## src/design/tlr_defs.svh

```systemverilog
// Pointer offsets, field positions, reset values and sizes of the limit and result registers.
`ifndef TLR_DEFS_SVH
`define TLR_DEFS_SVH

// Pointer addresses.
`define TLR_PTR_LOCAL_HI    8'h00
`define TLR_PTR_RLL_FRAC    8'h14
`define TLR_PTR_LOCAL_FRAC  8'h15
`define TLR_PTR_REMOTE_CRIT 8'h19
`define TLR_PTR_LOCAL_CRIT  8'h20
`define TLR_PTR_CRIT_HYST   8'h21
`define TLR_PTR_ALERT_CFG   8'h22

// Reset values.
`define TLR_RST_RLL_FRAC    4'h0
`define TLR_RST_REMOTE_CRIT 8'h6c
`define TLR_RST_LOCAL_CRIT  8'h55
`define TLR_RST_CRIT_HYST   8'h0a
`define TLR_RST_CODE        3'h0
`define TLR_RST_TIMEOUT     1'b0
`define TLR_RST_CFG_RSV0    1'b1

// Field positions of the alert configuration register.
`define TLR_CFG_TIMEOUT_BIT 7
`define TLR_CFG_CODE_HI     3
`define TLR_CFG_CODE_LO     1

// Width of a temperature word: eight integer bits and four fraction bits.
`define TLR_TEMP_W          12
`define TLR_FRAC_W          4

`endif

```

## src/design/tlr_pkg.sv

```systemverilog
// Types and helper functions shared by the limit and result register bank.
`default_nettype none
package tlr_pkg;

  // One pointer access from the serial interface, valid for one cycle.
  typedef struct packed {
    logic       rd;
    logic       wr;
    logic [7:0] ptr;
    logic [7:0] wdata;
  } tlr_req_t;

  // Coherency lock state of the local result byte pair.
  typedef enum logic [2:0] {
    TLR_OPEN    = 3'b001,
    TLR_LO_HELD = 3'b010,
    TLR_HI_HELD = 3'b100
  } tlr_lock_t;

  // Consecutive measurements needed: one plus the number of set code bits.
  function automatic logic [2:0] tlr_need(input logic [2:0] code);
    tlr_need = 3'h1 + {2'h0, code[0]} + {2'h0, code[1]} + {2'h0, code[2]};
  endfunction : tlr_need

  // Release point of a critical limit; saturates at zero.
  function automatic logic [7:0] tlr_sat_sub(input logic [7:0] a, input logic [7:0] b);
    tlr_sat_sub = (a > b) ? (a - b) : 8'h00;
  endfunction : tlr_sat_sub

endpackage : tlr_pkg
`default_nettype wire

```

## src/design/tlr_crit_cmp.sv

```systemverilog
// Critical temperature comparator with hysteresis, sampled once per conversion.
`default_nettype none
module tlr_crit_cmp
  import tlr_pkg::*;
#(
  parameter int BYTE_W = 8
) (
  // Clock and reset.
  input  wire logic              clk_i,
  input  wire logic              srst_i,
  // Measurement and limits.
  input  wire logic              sample_i,
  input  wire logic [BYTE_W-1:0] temp_i,
  input  wire logic [BYTE_W-1:0] limit_i,
  input  wire logic [BYTE_W-1:0] hyst_i,
  // Comparator state.
  output logic                   hot_o
);

  // Only eight-bit limits are served; any other width is refused at elaboration.
  if (BYTE_W != 8) begin : g_bad_width
    $error("tlr_crit_cmp serves only eight-bit limits");
  end

  // Release point and next state; reaching the limit always sets, even with zero hysteresis.
  wire logic [7:0] release_pt = tlr_sat_sub(limit_i, hyst_i);
  wire logic       next_hot   = (temp_i >= limit_i) || (hot_o && (temp_i > release_pt));

  always_ff @(posedge clk_i) begin
    if (srst_i) begin
      hot_o <= 1'b0;
    end else if (sample_i) begin
      hot_o <= next_hot;
    end
  end

  property p_crit_set;
    @(posedge clk_i) disable iff (srst_i)
      (sample_i && temp_i >= limit_i) |=> hot_o;
  endproperty
  a_crit_set: assert property (p_crit_set) else $error("critical not set at limit");

  property p_crit_hold;
    @(posedge clk_i) disable iff (srst_i)
      (sample_i && hot_o && temp_i > tlr_sat_sub(limit_i, hyst_i)) |=> hot_o;
  endproperty
  a_crit_hold: assert property (p_crit_hold) else $error("critical released early");

endmodule : tlr_crit_cmp
`default_nettype wire

```

## src/design/tlr_pair_lock.sv

```systemverilog
// Local result byte pair with the read coherency lock.
`default_nettype none
`include "tlr_defs.svh"
module tlr_pair_lock
  import tlr_pkg::*;
#(
  parameter int TEMP_W = `TLR_TEMP_W
) (
  // Clock and reset.
  input  wire logic              clk_i,
  input  wire logic              srst_i,
  // Converter side.
  input  wire logic              conv_i,
  input  wire logic [TEMP_W-1:0] temp_i,
  // Host access.
  input  wire tlr_req_t          req_i,
  // Stored bytes and lock state.
  output logic [7:0]             hi_o,
  output logic [3:0]             lo_o,
  output tlr_lock_t              state_o
);

  // Only twelve-bit results are served; any other width is refused at elaboration.
  if (TEMP_W != 12) begin : g_bad_width
    $error("tlr_pair_lock serves only twelve-bit results");
  end

  // Decode of the access that steers the lock.
  wire logic any_acc = req_i.rd | req_i.wr;
  wire logic hi_rd   = req_i.rd && (req_i.ptr == `TLR_PTR_LOCAL_HI);
  wire logic lo_rd   = req_i.rd && (req_i.ptr == `TLR_PTR_LOCAL_FRAC);
  tlr_lock_t next_state;

  // first read of either byte locks the other. read of the held byte or any other access frees.
  always_comb begin
    next_state = state_o;
    if (hi_rd) begin
      next_state = (state_o == TLR_HI_HELD) ? TLR_OPEN : TLR_LO_HELD;
    end else if (lo_rd) begin
      next_state = (state_o == TLR_LO_HELD) ? TLR_OPEN : TLR_HI_HELD;
    end else if (any_acc) begin
      next_state = TLR_OPEN;
    end
  end

  // converter refresh, unless the byte is held by the next state.
  wire logic hi_upd = conv_i && (next_state != TLR_HI_HELD);
  wire logic lo_upd = conv_i && (next_state != TLR_LO_HELD);

  always_ff @(posedge clk_i) begin
    if (srst_i) begin
      state_o <= TLR_OPEN;
      hi_o    <= 8'h00;
      lo_o    <= 4'h0;
    end else begin
      state_o <= next_state;
      if (hi_upd) begin
        hi_o <= temp_i[TEMP_W-1:4];
      end
      if (lo_upd) begin
        lo_o <= temp_i[3:0];
      end
    end
  end

  property p_lo_frozen;
    @(posedge clk_i) disable iff (srst_i)
      (state_o == TLR_LO_HELD && (!any_acc || hi_rd)) |=> $stable(lo_o);
  endproperty
  a_lo_frozen: assert property (p_lo_frozen) else $error("low byte moved while held");

  property p_hi_frozen;
    @(posedge clk_i) disable iff (srst_i)
      (state_o == TLR_HI_HELD && (!any_acc || lo_rd)) |=> $stable(hi_o);
  endproperty
  a_hi_frozen: assert property (p_hi_frozen) else $error("high byte moved while held");

  property p_release;
    @(posedge clk_i) disable iff (srst_i)
      (any_acc && !hi_rd && !lo_rd) |=> (state_o == TLR_OPEN);
  endproperty
  a_release: assert property (p_release) else $error("lock kept after other access");

endmodule : tlr_pair_lock
`default_nettype wire

```

## src/design/tlr_regs.sv

```systemverilog
// Limit, hysteresis, alert configuration and local result registers of the monitor.
//
// Contract
// - Remote low limit fraction in bits 7-4.
// - Local fraction bits 7-4, low bits zero.
// - Local fraction register read-only, resets zero.
// - Result bytes refresh each conversion unless held.
// - High byte read first holds low byte.
// - Low byte read first holds high byte.
// - Any other access releases the hold.
// - Remote critical limit, read-write, resets 6Ch.
// - Local critical limit, read-write, one degree steps.
// - Critical hysteresis, read-write, resets 0Ah.
// - Alert config: timeout bit 7, count 3-1.
// - Timeout bit enables bus timeout behaviour.
// - Count code sets consecutive measurements needed.
`default_nettype none
`include "tlr_defs.svh"
module tlr_regs
  import tlr_pkg::*;
#(
  parameter int TEMP_W = `TLR_TEMP_W
) (
  // Clock and reset.
  input  wire logic              clk_i,
  input  wire logic              srst_i,
  // Pointer access from the serial interface.
  input  wire tlr_req_t          req_i,
  output logic [7:0]             rdata_o,
  // Converter results and the remote low limit integer byte.
  input  wire logic              conv_done_i,
  input  wire logic [TEMP_W-1:0] local_temp_i,
  input  wire logic [TEMP_W-1:0] remote_temp_i,
  input  wire logic [7:0]        remote_low_limit_int_i,
  // Status and control outputs.
  output logic                   critical_temp_output_o,
  output logic                   remote_low_alert_o,
  output logic                   bus_timeout_enable_o,
  output logic [2:0]             consecutive_count_code_o
);

  // Only twelve-bit results are served; any other width is refused at elaboration.
  if (TEMP_W != 12) begin : g_bad_width
    $error("tlr_regs serves only twelve-bit results");
  end

  // Stored control fields; reserved bits have no storage at all.
  logic [3:0] remote_low_limit_frac_bits;
  logic [7:0] remote_critical_limit_bits;
  logic [7:0] local_critical_limit_bits;
  logic [7:0] critical_hysteresis_bits;
  logic [2:0] consec_cnt;

  // Outputs of the lock and the comparators.
  logic [7:0] local_hi;
  logic [3:0] local_temp_frac_bits;
  tlr_lock_t  lock_state;
  logic       local_hot;
  logic       remote_hot;

  // Write decode; the local result pointers have no write strobe.
  wire logic wr_rll  = req_i.wr && (req_i.ptr == `TLR_PTR_RLL_FRAC);
  wire logic wr_rcl  = req_i.wr && (req_i.ptr == `TLR_PTR_REMOTE_CRIT);
  wire logic wr_lcl  = req_i.wr && (req_i.ptr == `TLR_PTR_LOCAL_CRIT);
  wire logic wr_hys  = req_i.wr && (req_i.ptr == `TLR_PTR_CRIT_HYST);
  wire logic wr_cfg  = req_i.wr && (req_i.ptr == `TLR_PTR_ALERT_CFG);

  // register image; reserved bits read back their reset values.
  wire logic [7:0] cfg_image = {bus_timeout_enable_o, 3'h0,
                                consecutive_count_code_o, `TLR_RST_CFG_RSV0};

  // Read selection. low fraction nibble reads zero. Unmapped pointers read zero.
  wire logic [7:0] next_rdata =
    (req_i.ptr == `TLR_PTR_LOCAL_HI)    ? local_hi :
    (req_i.ptr == `TLR_PTR_LOCAL_FRAC)  ? {local_temp_frac_bits, 4'h0} :
    (req_i.ptr == `TLR_PTR_RLL_FRAC)    ? {remote_low_limit_frac_bits, 4'h0} :
    (req_i.ptr == `TLR_PTR_REMOTE_CRIT) ? remote_critical_limit_bits :
    (req_i.ptr == `TLR_PTR_LOCAL_CRIT)  ? local_critical_limit_bits :
    (req_i.ptr == `TLR_PTR_CRIT_HYST)   ? critical_hysteresis_bits :
    (req_i.ptr == `TLR_PTR_ALERT_CFG)   ? cfg_image : 8'h00;

  // Read data is captured at the access edge and held until the next read.
  always_ff @(posedge clk_i) begin
    if (srst_i) begin
      rdata_o <= 8'h00;
    end else if (req_i.rd) begin
      rdata_o <= next_rdata;
    end
  end

  always_ff @(posedge clk_i) begin
    if (srst_i) begin
      remote_critical_limit_bits <= `TLR_RST_REMOTE_CRIT;
      local_critical_limit_bits  <= `TLR_RST_LOCAL_CRIT;
      critical_hysteresis_bits   <= `TLR_RST_CRIT_HYST;
    end else begin
      if (wr_rcl) begin
        remote_critical_limit_bits <= req_i.wdata;
      end
      if (wr_lcl) begin
        local_critical_limit_bits <= req_i.wdata;
      end
      if (wr_hys) begin
        critical_hysteresis_bits <= req_i.wdata;
      end
    end
  end

  // fraction storage; written reserved bits are dropped.
  always_ff @(posedge clk_i) begin
    if (srst_i) begin
      remote_low_limit_frac_bits <= `TLR_RST_RLL_FRAC;
    end else if (wr_rll) begin
      remote_low_limit_frac_bits <= req_i.wdata[7:4];
    end
  end

  // configuration fields; the timeout enable leaves as a level.
  always_ff @(posedge clk_i) begin
    if (srst_i) begin
      bus_timeout_enable_o     <= `TLR_RST_TIMEOUT;
      consecutive_count_code_o <= `TLR_RST_CODE;
    end else if (wr_cfg) begin
      bus_timeout_enable_o     <= req_i.wdata[`TLR_CFG_TIMEOUT_BIT];
      consecutive_count_code_o <= req_i.wdata[`TLR_CFG_CODE_HI:`TLR_CFG_CODE_LO];
    end
  end

  // local result pair, refreshed by the converter only.
  tlr_pair_lock #(
    .TEMP_W (TEMP_W)
  ) u_lock (
    .clk_i   (clk_i),
    .srst_i  (srst_i),
    .conv_i  (conv_done_i),
    .temp_i  (local_temp_i),
    .req_i   (req_i),
    .hi_o    (local_hi),
    .lo_o    (local_temp_frac_bits),
    .state_o (lock_state)
  );

  // one comparator per channel, both sharing the hysteresis.
  tlr_crit_cmp #(
    .BYTE_W (8)
  ) u_local_crit (
    .clk_i    (clk_i),
    .srst_i   (srst_i),
    .sample_i (conv_done_i),
    .temp_i   (local_temp_i[TEMP_W-1:4]),
    .limit_i  (local_critical_limit_bits),
    .hyst_i   (critical_hysteresis_bits),
    .hot_o    (local_hot)
  );

  tlr_crit_cmp #(
    .BYTE_W (8)
  ) u_remote_crit (
    .clk_i    (clk_i),
    .srst_i   (srst_i),
    .sample_i (conv_done_i),
    .temp_i   (remote_temp_i[TEMP_W-1:4]),
    .limit_i  (remote_critical_limit_bits),
    .hyst_i   (critical_hysteresis_bits),
    .hot_o    (remote_hot)
  );

  // one pin for both channels; registered so the pin never glitches.
  always_ff @(posedge clk_i) begin
    if (srst_i) begin
      critical_temp_output_o <= 1'b0;
    end else begin
      critical_temp_output_o <= local_hot | remote_hot;
    end
  end

  // remote reading compared against the combined low limit.
  wire logic [TEMP_W-1:0] low_limit  = {remote_low_limit_int_i, remote_low_limit_frac_bits};
  wire logic              below      = remote_temp_i < low_limit;
  wire logic [2:0]        need       = tlr_need(consecutive_count_code_o);
  wire logic [2:0]        next_cnt   = !below ? 3'h0 :
                                       (consec_cnt >= need) ? consec_cnt : consec_cnt + 3'h1;

  // run of out-of-limit conversions; one good reading clears it.
  always_ff @(posedge clk_i) begin
    if (srst_i) begin
      consec_cnt         <= 3'h0;
      remote_low_alert_o <= 1'b0;
    end else if (conv_done_i) begin
      consec_cnt         <= next_cnt;
      remote_low_alert_o <= (next_cnt >= need);
    end
  end

  // Checks on the register image, the result refresh, the critical pin and the alert run.
  property p_ro_frac;
    @(posedge clk_i) disable iff (srst_i)
      (req_i.wr && req_i.ptr == `TLR_PTR_LOCAL_FRAC && !conv_done_i)
        |=> $stable(local_temp_frac_bits);
  endproperty
  a_ro_frac: assert property (p_ro_frac) else $error("write reached read-only byte");

  property p_frac_zero;
    @(posedge clk_i) disable iff (srst_i)
      (req_i.rd && req_i.ptr == `TLR_PTR_LOCAL_FRAC) |=> (rdata_o[3:0] == 4'h0);
  endproperty
  a_frac_zero: assert property (p_frac_zero) else $error("fraction low nibble not zero");

  property p_cfg_rsv;
    @(posedge clk_i) disable iff (srst_i)
      (req_i.rd && req_i.ptr == `TLR_PTR_ALERT_CFG)
        |=> (rdata_o[6:4] == 3'h0 && rdata_o[0] == 1'b1);
  endproperty
  a_cfg_rsv: assert property (p_cfg_rsv) else $error("reserved config bits wrong");

  property p_rcl_back;
    @(posedge clk_i) disable iff (srst_i)
      (wr_rcl ##1 (req_i.rd && req_i.ptr == `TLR_PTR_REMOTE_CRIT && !req_i.wr))
        |=> (rdata_o == $past(req_i.wdata, 2));
  endproperty
  a_rcl_back: assert property (p_rcl_back) else $error("remote limit readback wrong");

  property p_timeout;
    @(posedge clk_i) disable iff (srst_i)
      wr_cfg |=> (bus_timeout_enable_o == $past(req_i.wdata[7]));
  endproperty
  a_timeout: assert property (p_timeout) else $error("timeout enable not taken");

  property p_refresh;
    @(posedge clk_i) disable iff (srst_i)
      (conv_done_i && lock_state == TLR_OPEN && !req_i.rd && !req_i.wr)
        |=> (local_hi == $past(local_temp_i[11:4]));
  endproperty
  a_refresh: assert property (p_refresh) else $error("result byte not refreshed");

  property p_alert_one;
    @(posedge clk_i) disable iff (srst_i)
      (conv_done_i && below && consecutive_count_code_o == 3'h0) |=> remote_low_alert_o;
  endproperty
  a_alert_one: assert property (p_alert_one) else $error("single-sample alert missing");

  property p_alert_good;
    @(posedge clk_i) disable iff (srst_i)
      (conv_done_i && !below) |=> !remote_low_alert_o;
  endproperty
  a_alert_good: assert property (p_alert_good) else $error("alert kept on good reading");

  property p_pin;
    @(posedge clk_i) disable iff (srst_i)
      (local_hot || remote_hot) |=> critical_temp_output_o;
  endproperty
  a_pin: assert property (p_pin) else $error("critical pin not driven");

  // Main scenarios.
  c_pair_read: cover property (@(posedge clk_i) disable iff (srst_i)
    (req_i.rd && req_i.ptr == `TLR_PTR_LOCAL_HI) ##1
    (req_i.rd && req_i.ptr == `TLR_PTR_LOCAL_FRAC));
  c_crit: cover property (@(posedge clk_i) disable iff (srst_i)
    $rose(critical_temp_output_o));
  c_alert4: cover property (@(posedge clk_i) disable iff (srst_i)
    $rose(remote_low_alert_o) && consecutive_count_code_o == 3'h7);

endmodule : tlr_regs
`default_nettype wire

```

## config.mk

```make
export PLATFORM = sky130hd
export DESIGN_NAME = tlr_regs
export DESIGN_NICKNAME = d
export VERILOG_FILES = /design/src/design/tlr_pkg.sv /design/src/design/tlr_crit_cmp.sv /design/src/design/tlr_pair_lock.sv /design/src/design/tlr_regs.sv
export VERILOG_INCLUDE_DIRS = /design/src /design/src/design
export SDC_FILE = /design/constraint.sdc
export NUM_CORES = 1
export LEC_CHECK = 0
export BUFFER_PORTS_ARGS = -buffer_cell sky130_fd_sc_hd__clkbuf_2
export CORE_UTILIZATION = 60
export CTS_CLUSTER_SIZE = 30
export DETAILED_ROUTE_END_ITERATION = 6
export PLACE_DENSITY = 0.83
export SETUP_SLACK_MARGIN = 0.1
export SLEW_MARGIN = 20
export SYNTH_ARGS = -nofsm -noshare
export SYNTH_HDL_FRONTEND = slang
export SYNTH_SLANG_ARGS = --single-unit
```

## constraint.sdc

```tcl
create_clock -name clk_i -period 8.5 [get_ports clk_i]
set_clock_uncertainty 0.1 [all_clocks]
set_input_delay 0.425 -clock clk_i [delete_from_list [all_inputs] [get_ports clk_i]]
set_output_delay 0.425 -clock clk_i [all_outputs]
set_load 0.02 [all_outputs]
```

* Word level (Yosys, flattened, before mapping) *
Index checks and enable logic that the tools add are counted.

word-level totals
  bits in registers = 62
  bits of input ports = 53
  output and inout port bits = 14
  logic and storage cells = 72

cells by class
  add/subtract/negate cells = 6
  $lt $le $gt $ge = 9
  equality and inequality tests = 10
  multiplexer cells = 16
  bitwise gates (word level) = 2
  reductions and logical operators = 14

operator list
  cell                   number
  $mux W8                9
  $gt A8 B8 Y1           4
  $eq A8 B5 Y1 const B   3
  $eq A8 B6 Y1 const B   3
  $mux W3                6
  $ge A8 B8 Y1           2
  $sub A8 B8 Y8          2
  $lt A12 B12 Y1         1
  $logic_and A1 B1 Y1    11
  $logic_not A8 Y1       1
  $ge A3 B3 Y1           2
  $add A2 B1 Y3          1
  $add A3 B1 Y3          1
  $add A3 B1 Y3 const B  1
  $eq A3 B2 Y1 const B   1
  $eq A3 B3 Y1 const B   1
  $ne A3 B2 Y1 const B   1
  $ne A3 B3 Y1 const B   1
  $add A1 B1 Y2 const A  1
  $logic_or A1 B1 Y1     2
  $mux W2                1
  $or A1 B1 Y1           2

* Longest topological paths before layout *
  word-level depth = 8
  depth in mapped cells = 16

* Hierarchy *
Synthesis repeated with hierarchy kept, for this count alone.

unflattened totals
  cells, all modules = 604
  area total of the unflattened synthesis = 5017.3 µm²

modules (own cells, without submodules)
  module         times used  cells an instance  area each (µm²)
  tlr_regs       1           311                2628.8
  tlr_crit_cmp   2           105                794.5
  tlr_pair_lock  1           83                 799.5

* Least setup slack after synthesis *
OpenSTA, ideal clock, no wires.

  path type = flip-flop to flip-flop
  start point = register local_critical_limit_bits[0]
  end point = register u_local_crit.hot_o
  library setup time = 0.117 ns
  arrival time = 3.222 ns
  data required time = 8.283 ns
  slack = 5.061 ns
  cell stages (with the launch flop) = 17
  path buffers = 0
  clock period less this slack = 3.439 ns
  cell sequence = dfxtp_1 -> inv_1 -> ha_1 -> fa_1 -> nor2b_1 -> o21ai_0 -> a21oi_1 -> o311a_1 -> o31a_1 -> nand2_1 -> ha_1 -> a21o_1 -> a21oi_1 -> o21ai_0 -> a21o_1 -> a2111o_1 -> a22o_1

on the way
  longest elaborated chain between the ends = 5
  elaborated cells on any way between the ends = 7
  classes of those cells = add/sub (1); order compare (3); mux (1); reduce/logical (2)

RTL lines
  what                                           RTL line            text
  from (decl)                                    tlr_regs.sv:50      logic [7:0] local_critical_limit_bits;
  from (signal assigned)                         tlr_regs.sv:94      local_critical_limit_bits <= `TLR_RST_LOCAL_CRIT;
  from (signal assigned)                         tlr_regs.sv:101     local_critical_limit_bits <= req_i.wdata;
  $sub A8 B8 Y8 or $gt A8 B8 Y1 (tied branches)  tlr_pkg.sv:27       tlr_sat_sub = (a > b) ? (a - b) : 8'h00;
  $mux W8                                        tlr_pkg.sv:27
  $gt A8 B8 Y1                                   tlr_crit_cmp.sv:27  wire logic next_hot = (temp_i >= limit_i) || (hot_o && (temp_i > release_pt));
  $logic_and A1 B1 Y1                            tlr_crit_cmp.sv:27
  $logic_or A1 B1 Y1 *                           tlr_crit_cmp.sv:27
  to (signal assigned)                           tlr_crit_cmp.sv:33  hot_o <= next_hot;
  to (decl)                                      tlr_crit_cmp.sv:17  output logic hot_o

Every way passes the cells marked *; elsewhere a longest branch is shown, timed or not.
A chain may end at the register's enable or synchronous reset.

* Worst setup path after layout *
Same ends and word-level chain as after synthesis.

==> impl_results.md <==
- Synth Net Count: about 710
- HP Start: local_temp_i[0]
- Vias/cell: 6.207
- R2R setup slack: 4760 ps
- Critical Path AT: 3890 ps
- Yosys reg bits: 62
- Layout cells sized above 1: 0.1422
- Final setup viols: 0
- All-layer global routing usage: 0.3246
- Root Buffer: clkbuf_8
- Area Growth Syn to Fin: 11.82%
- Synth Area in Simple Gates: 0.2173
- CP endpoint kind: register
- Compound-Gate Fraction of Synth Area: 0.2074
- Worst R2R Start: local_critical_limit_bits[0]
- Antenna Cells: 0
- Main combinational cell family by area after synthesis: simple AND/OR/NAND/NOR gates
- Number of remaining DRC errors: 0
- Maximum VDD drop: 0.0001057 V
- First-pass GRT wire length: 21.38 mm
- Yosys top cell area share: 0.2641
- Main area contributors after synthesis: dfxtp_1, ha_1, a21oi_1
- Final Hold Vio Count: 0
- Die Y: 90.50 microns
- Final critical-path share of the clock period: 0.4405
- WHS Path Cells: 3
- Adder-cell area share of the yosys netlist: 0.1922
- Clk sink count: 62
- Max-cap violations: 0
- Die width: 90.50 microns
- Crit path largest cell delay: 410 ps
- Slowest cell on crit path: fa_1
- Leakage power: 2.466 nW
- Antenna-violating nets left: 0
- Reg-to-Reg End: u_local_crit.hot_o
- Average cell area after synthesis: approximately 8 sq um
- Number of setup buffers added after CTS: 0
- Cell chain of the critical path: inv_1 -> ha_1 -> fa_1 -> nor2b_1 -> o21ai_0 -> a21oi_1 -> o311a_1 -> o31a_1 -> nand2_1 -> ha_1 -> a21o_1 -> a21oi_1 -> o21ai_0 -> a21o_1 -> a2111o_1 -> a22o_1
- Req. time, crit path: between 8000 and 9000 ps
- Initial Util: 0.6344
- Synth Area in XOR/XNOR: 0.01677
- CTS tree: done
- Largest net degree at the start of global routing: 64
- Vias in the first global route: 4494
- I/O Buffers: 66
- DR pass1 iterations: 7
- Outcome: complete, no violations
- Final nets: 773
- EDFF count, synth: 0
- Synthesis Warnings: 0
- Count of cell types in the netlist: 60
- RSZ-0062 raised after global routing: no
- GPL Wtd Cong: 0.9791
- Worst Hold End: u_lock.lo_o[0]
- Worst-path clk slew: 80 ps
- Dominant cell type by area after synthesis: dfxtp_1
- Most frequent cell after synthesis: ha_1
- Ports: 67
- Sum of negative setup slack: 0 ps
- Tightest Pin Transition: ~910 ps
- Design area: 5255 sq um
- Total CTS buffers: 9
- Hpwl dp: 10.09 mm
- P per Cell Area: approximately 120 nW/um^2
- CP Max Fanout: 8
- Sequential fraction of the synthesis area: 0.2641
- Clk buf depth: 2
- Most used flip-flop cell after synthesis: dfxtp_1
- Max Fclk: approximately 270 MHz
- WP buf/inv: 1
- Relative slew slack: 0.3869
- DRT Wirelength: 12.90 mm
- Wirelength per Cell: 17.14 microns
- Site row count: 31
- Die area: 8190 sq um
- Multiplexer share of the synthesized area: 0.04260
- Synth Instances: 589
- Cell class contributing the biggest share of worst-path delay: compound AO/OA/AOI/OAI gates
- Initial DRC count: 399
- Element type at the critical path start: register
- Crit path kind: reg2reg
- Post-CTS sizing: 0
- HP Class: in2reg
- Via count: 4674
- Worst reg2reg path depth: 16
- Post-Syn Area: 4700 sq um
- Synth cell count leaders: ha_1, dfxtp_1, nor2_1
- Tmin final: 3744 ps
- Hold-fix buffer count after cts: 0
- Post-synth ARST share: 0
- Skew-Pair Late Insertion Delay: 350 ps
- H-tree Lvls: 3
- Final number of max-transition violations: 0
- Core Area: 7408 sq um
- Antenna violations before repair: 0
- Placed cell area: 5084 sq um
- Grt total ovfl: 0
## per-layer routing
metal  wire length (microns)  GRT usage  part of all wire
met5                       0          0                 0
met2                    5904     0.5316              0.46
met4                     251    0.09812             0.019
met1                    5595     0.4204              0.43
met3                    1153    0.07828             0.089
## layout by cell type, fill, tap and decap left out, types with 8 or more instances in the layout
| master | n |
|---|---|
| ha_1 | 69 |
| clkbuf_2 | 66 |
| nor2_1 | 62 |
| dfxtp_1 | 62 |
| inv_1 | 54 |
| nand2_1 | 51 |
| a21oi_1 | 47 |
| o21ai_0 | 27 |
| nand3_1 | 23 |
| mux2i_1 | 20 |
| nor2b_1 | 14 |
| and3_1 | 13 |
| a21o_1 | 10 |
| nand4_1 | 9 |
| a211o_1 | 9 |
| clkbuf_8 | 9 |
| nand2b_1 | 8 |
| xnor2_1 | 8 |
## report_power, final
group          switching, mW  leakage (nW)  internal (mW)
logic                 0.0684          1.88         0.0480
registers            0.00508         0.504          0.298
clock network          0.126        0.0858          0.106
## cell type report
type / instances / area, sq um
Clock buffer: 9 / 123.9
Multi-Input combinational cell: 455 / 3178
Sequential cell: 62 / 1241
Clock inverter: 7 / 47.55
Fill cell: 630 / 2153
Inverter: 54 / 202.7
Timing Repair Buffer: 67 / 337.8
Tap cell: 99 / 123.9
## metrics by stage
stage	util	instances	hold WS (ps)	power, mW	worst slack [ps]
after CTS	0.7093	753	210.4	0.6488	4786
after global routing	0.7093	753	223.9	0.6804	4486
after global placement	0.6862	737	340.5	0.4168	4883
final	0.7093	753	209.5	0.6517	4756
after floorplan	-	589	333.3	0.3821	5061
after detailed placement	0.6862	737	354.9	0.4235	4802
## how the worst max path moves through the flow
stage | startpoint | to | slack [ps] | cells past startpoint
final | local_critical_limit_bits[0] | u_local_crit.hot_o | 4760 | 16
after global routing | local_critical_limit_bits[0] | u_local_crit.hot_o | 4490 | 16
after CTS | local_critical_limit_bits[0] | u_local_crit.hot_o | 4790 | 16
after detailed placement | local_critical_limit_bits[0] | u_local_crit.hot_o | 4800 | 16
after global placement | local_critical_limit_bits[0] | u_local_crit.hot_o | 4880 | 16
after floorplan | local_critical_limit_bits[0] | u_local_crit.hot_o | 5060 | 16
## tightest hold or removal path, stage by stage
cell	delay, ps
clkbuf_2	80
mux2i_1	50
nor2_1	70
## sequential cells by signal (all words and copies together), names as in the netlist
register,flops
bus_timeout_enable_o,1
consec_cnt,3
consecutive_count_code_o,3
critical_hysteresis_bits,8
critical_temp_output_o,1
local_critical_limit_bits,8
rdata_o,8
remote_critical_limit_bits,8
remote_low_alert_o,1
remote_low_limit_frac_bits,4
u_local_crit.hot_o,1
u_lock.hi_o,8
u_lock.lo_o,4
u_lock.state_o,3
u_remote_crit.hot_o,1
## kinds of logic (layout without fill, tap and decap cells)
logic type | Yosys count | count (layout)
AO/OA/AOI/OAI | 147 | 147
XOR/XNOR | 9 | 9
adder cells (fa/ha/maj) | 71 | 71
buffers and inverters | 72 | 137
flip-flops | 62 | 62
multiplexers | 20 | 20
AND/OR/NAND/NOR | 208 | 208
Note: power is estimated with default switching activity, not from simulation.
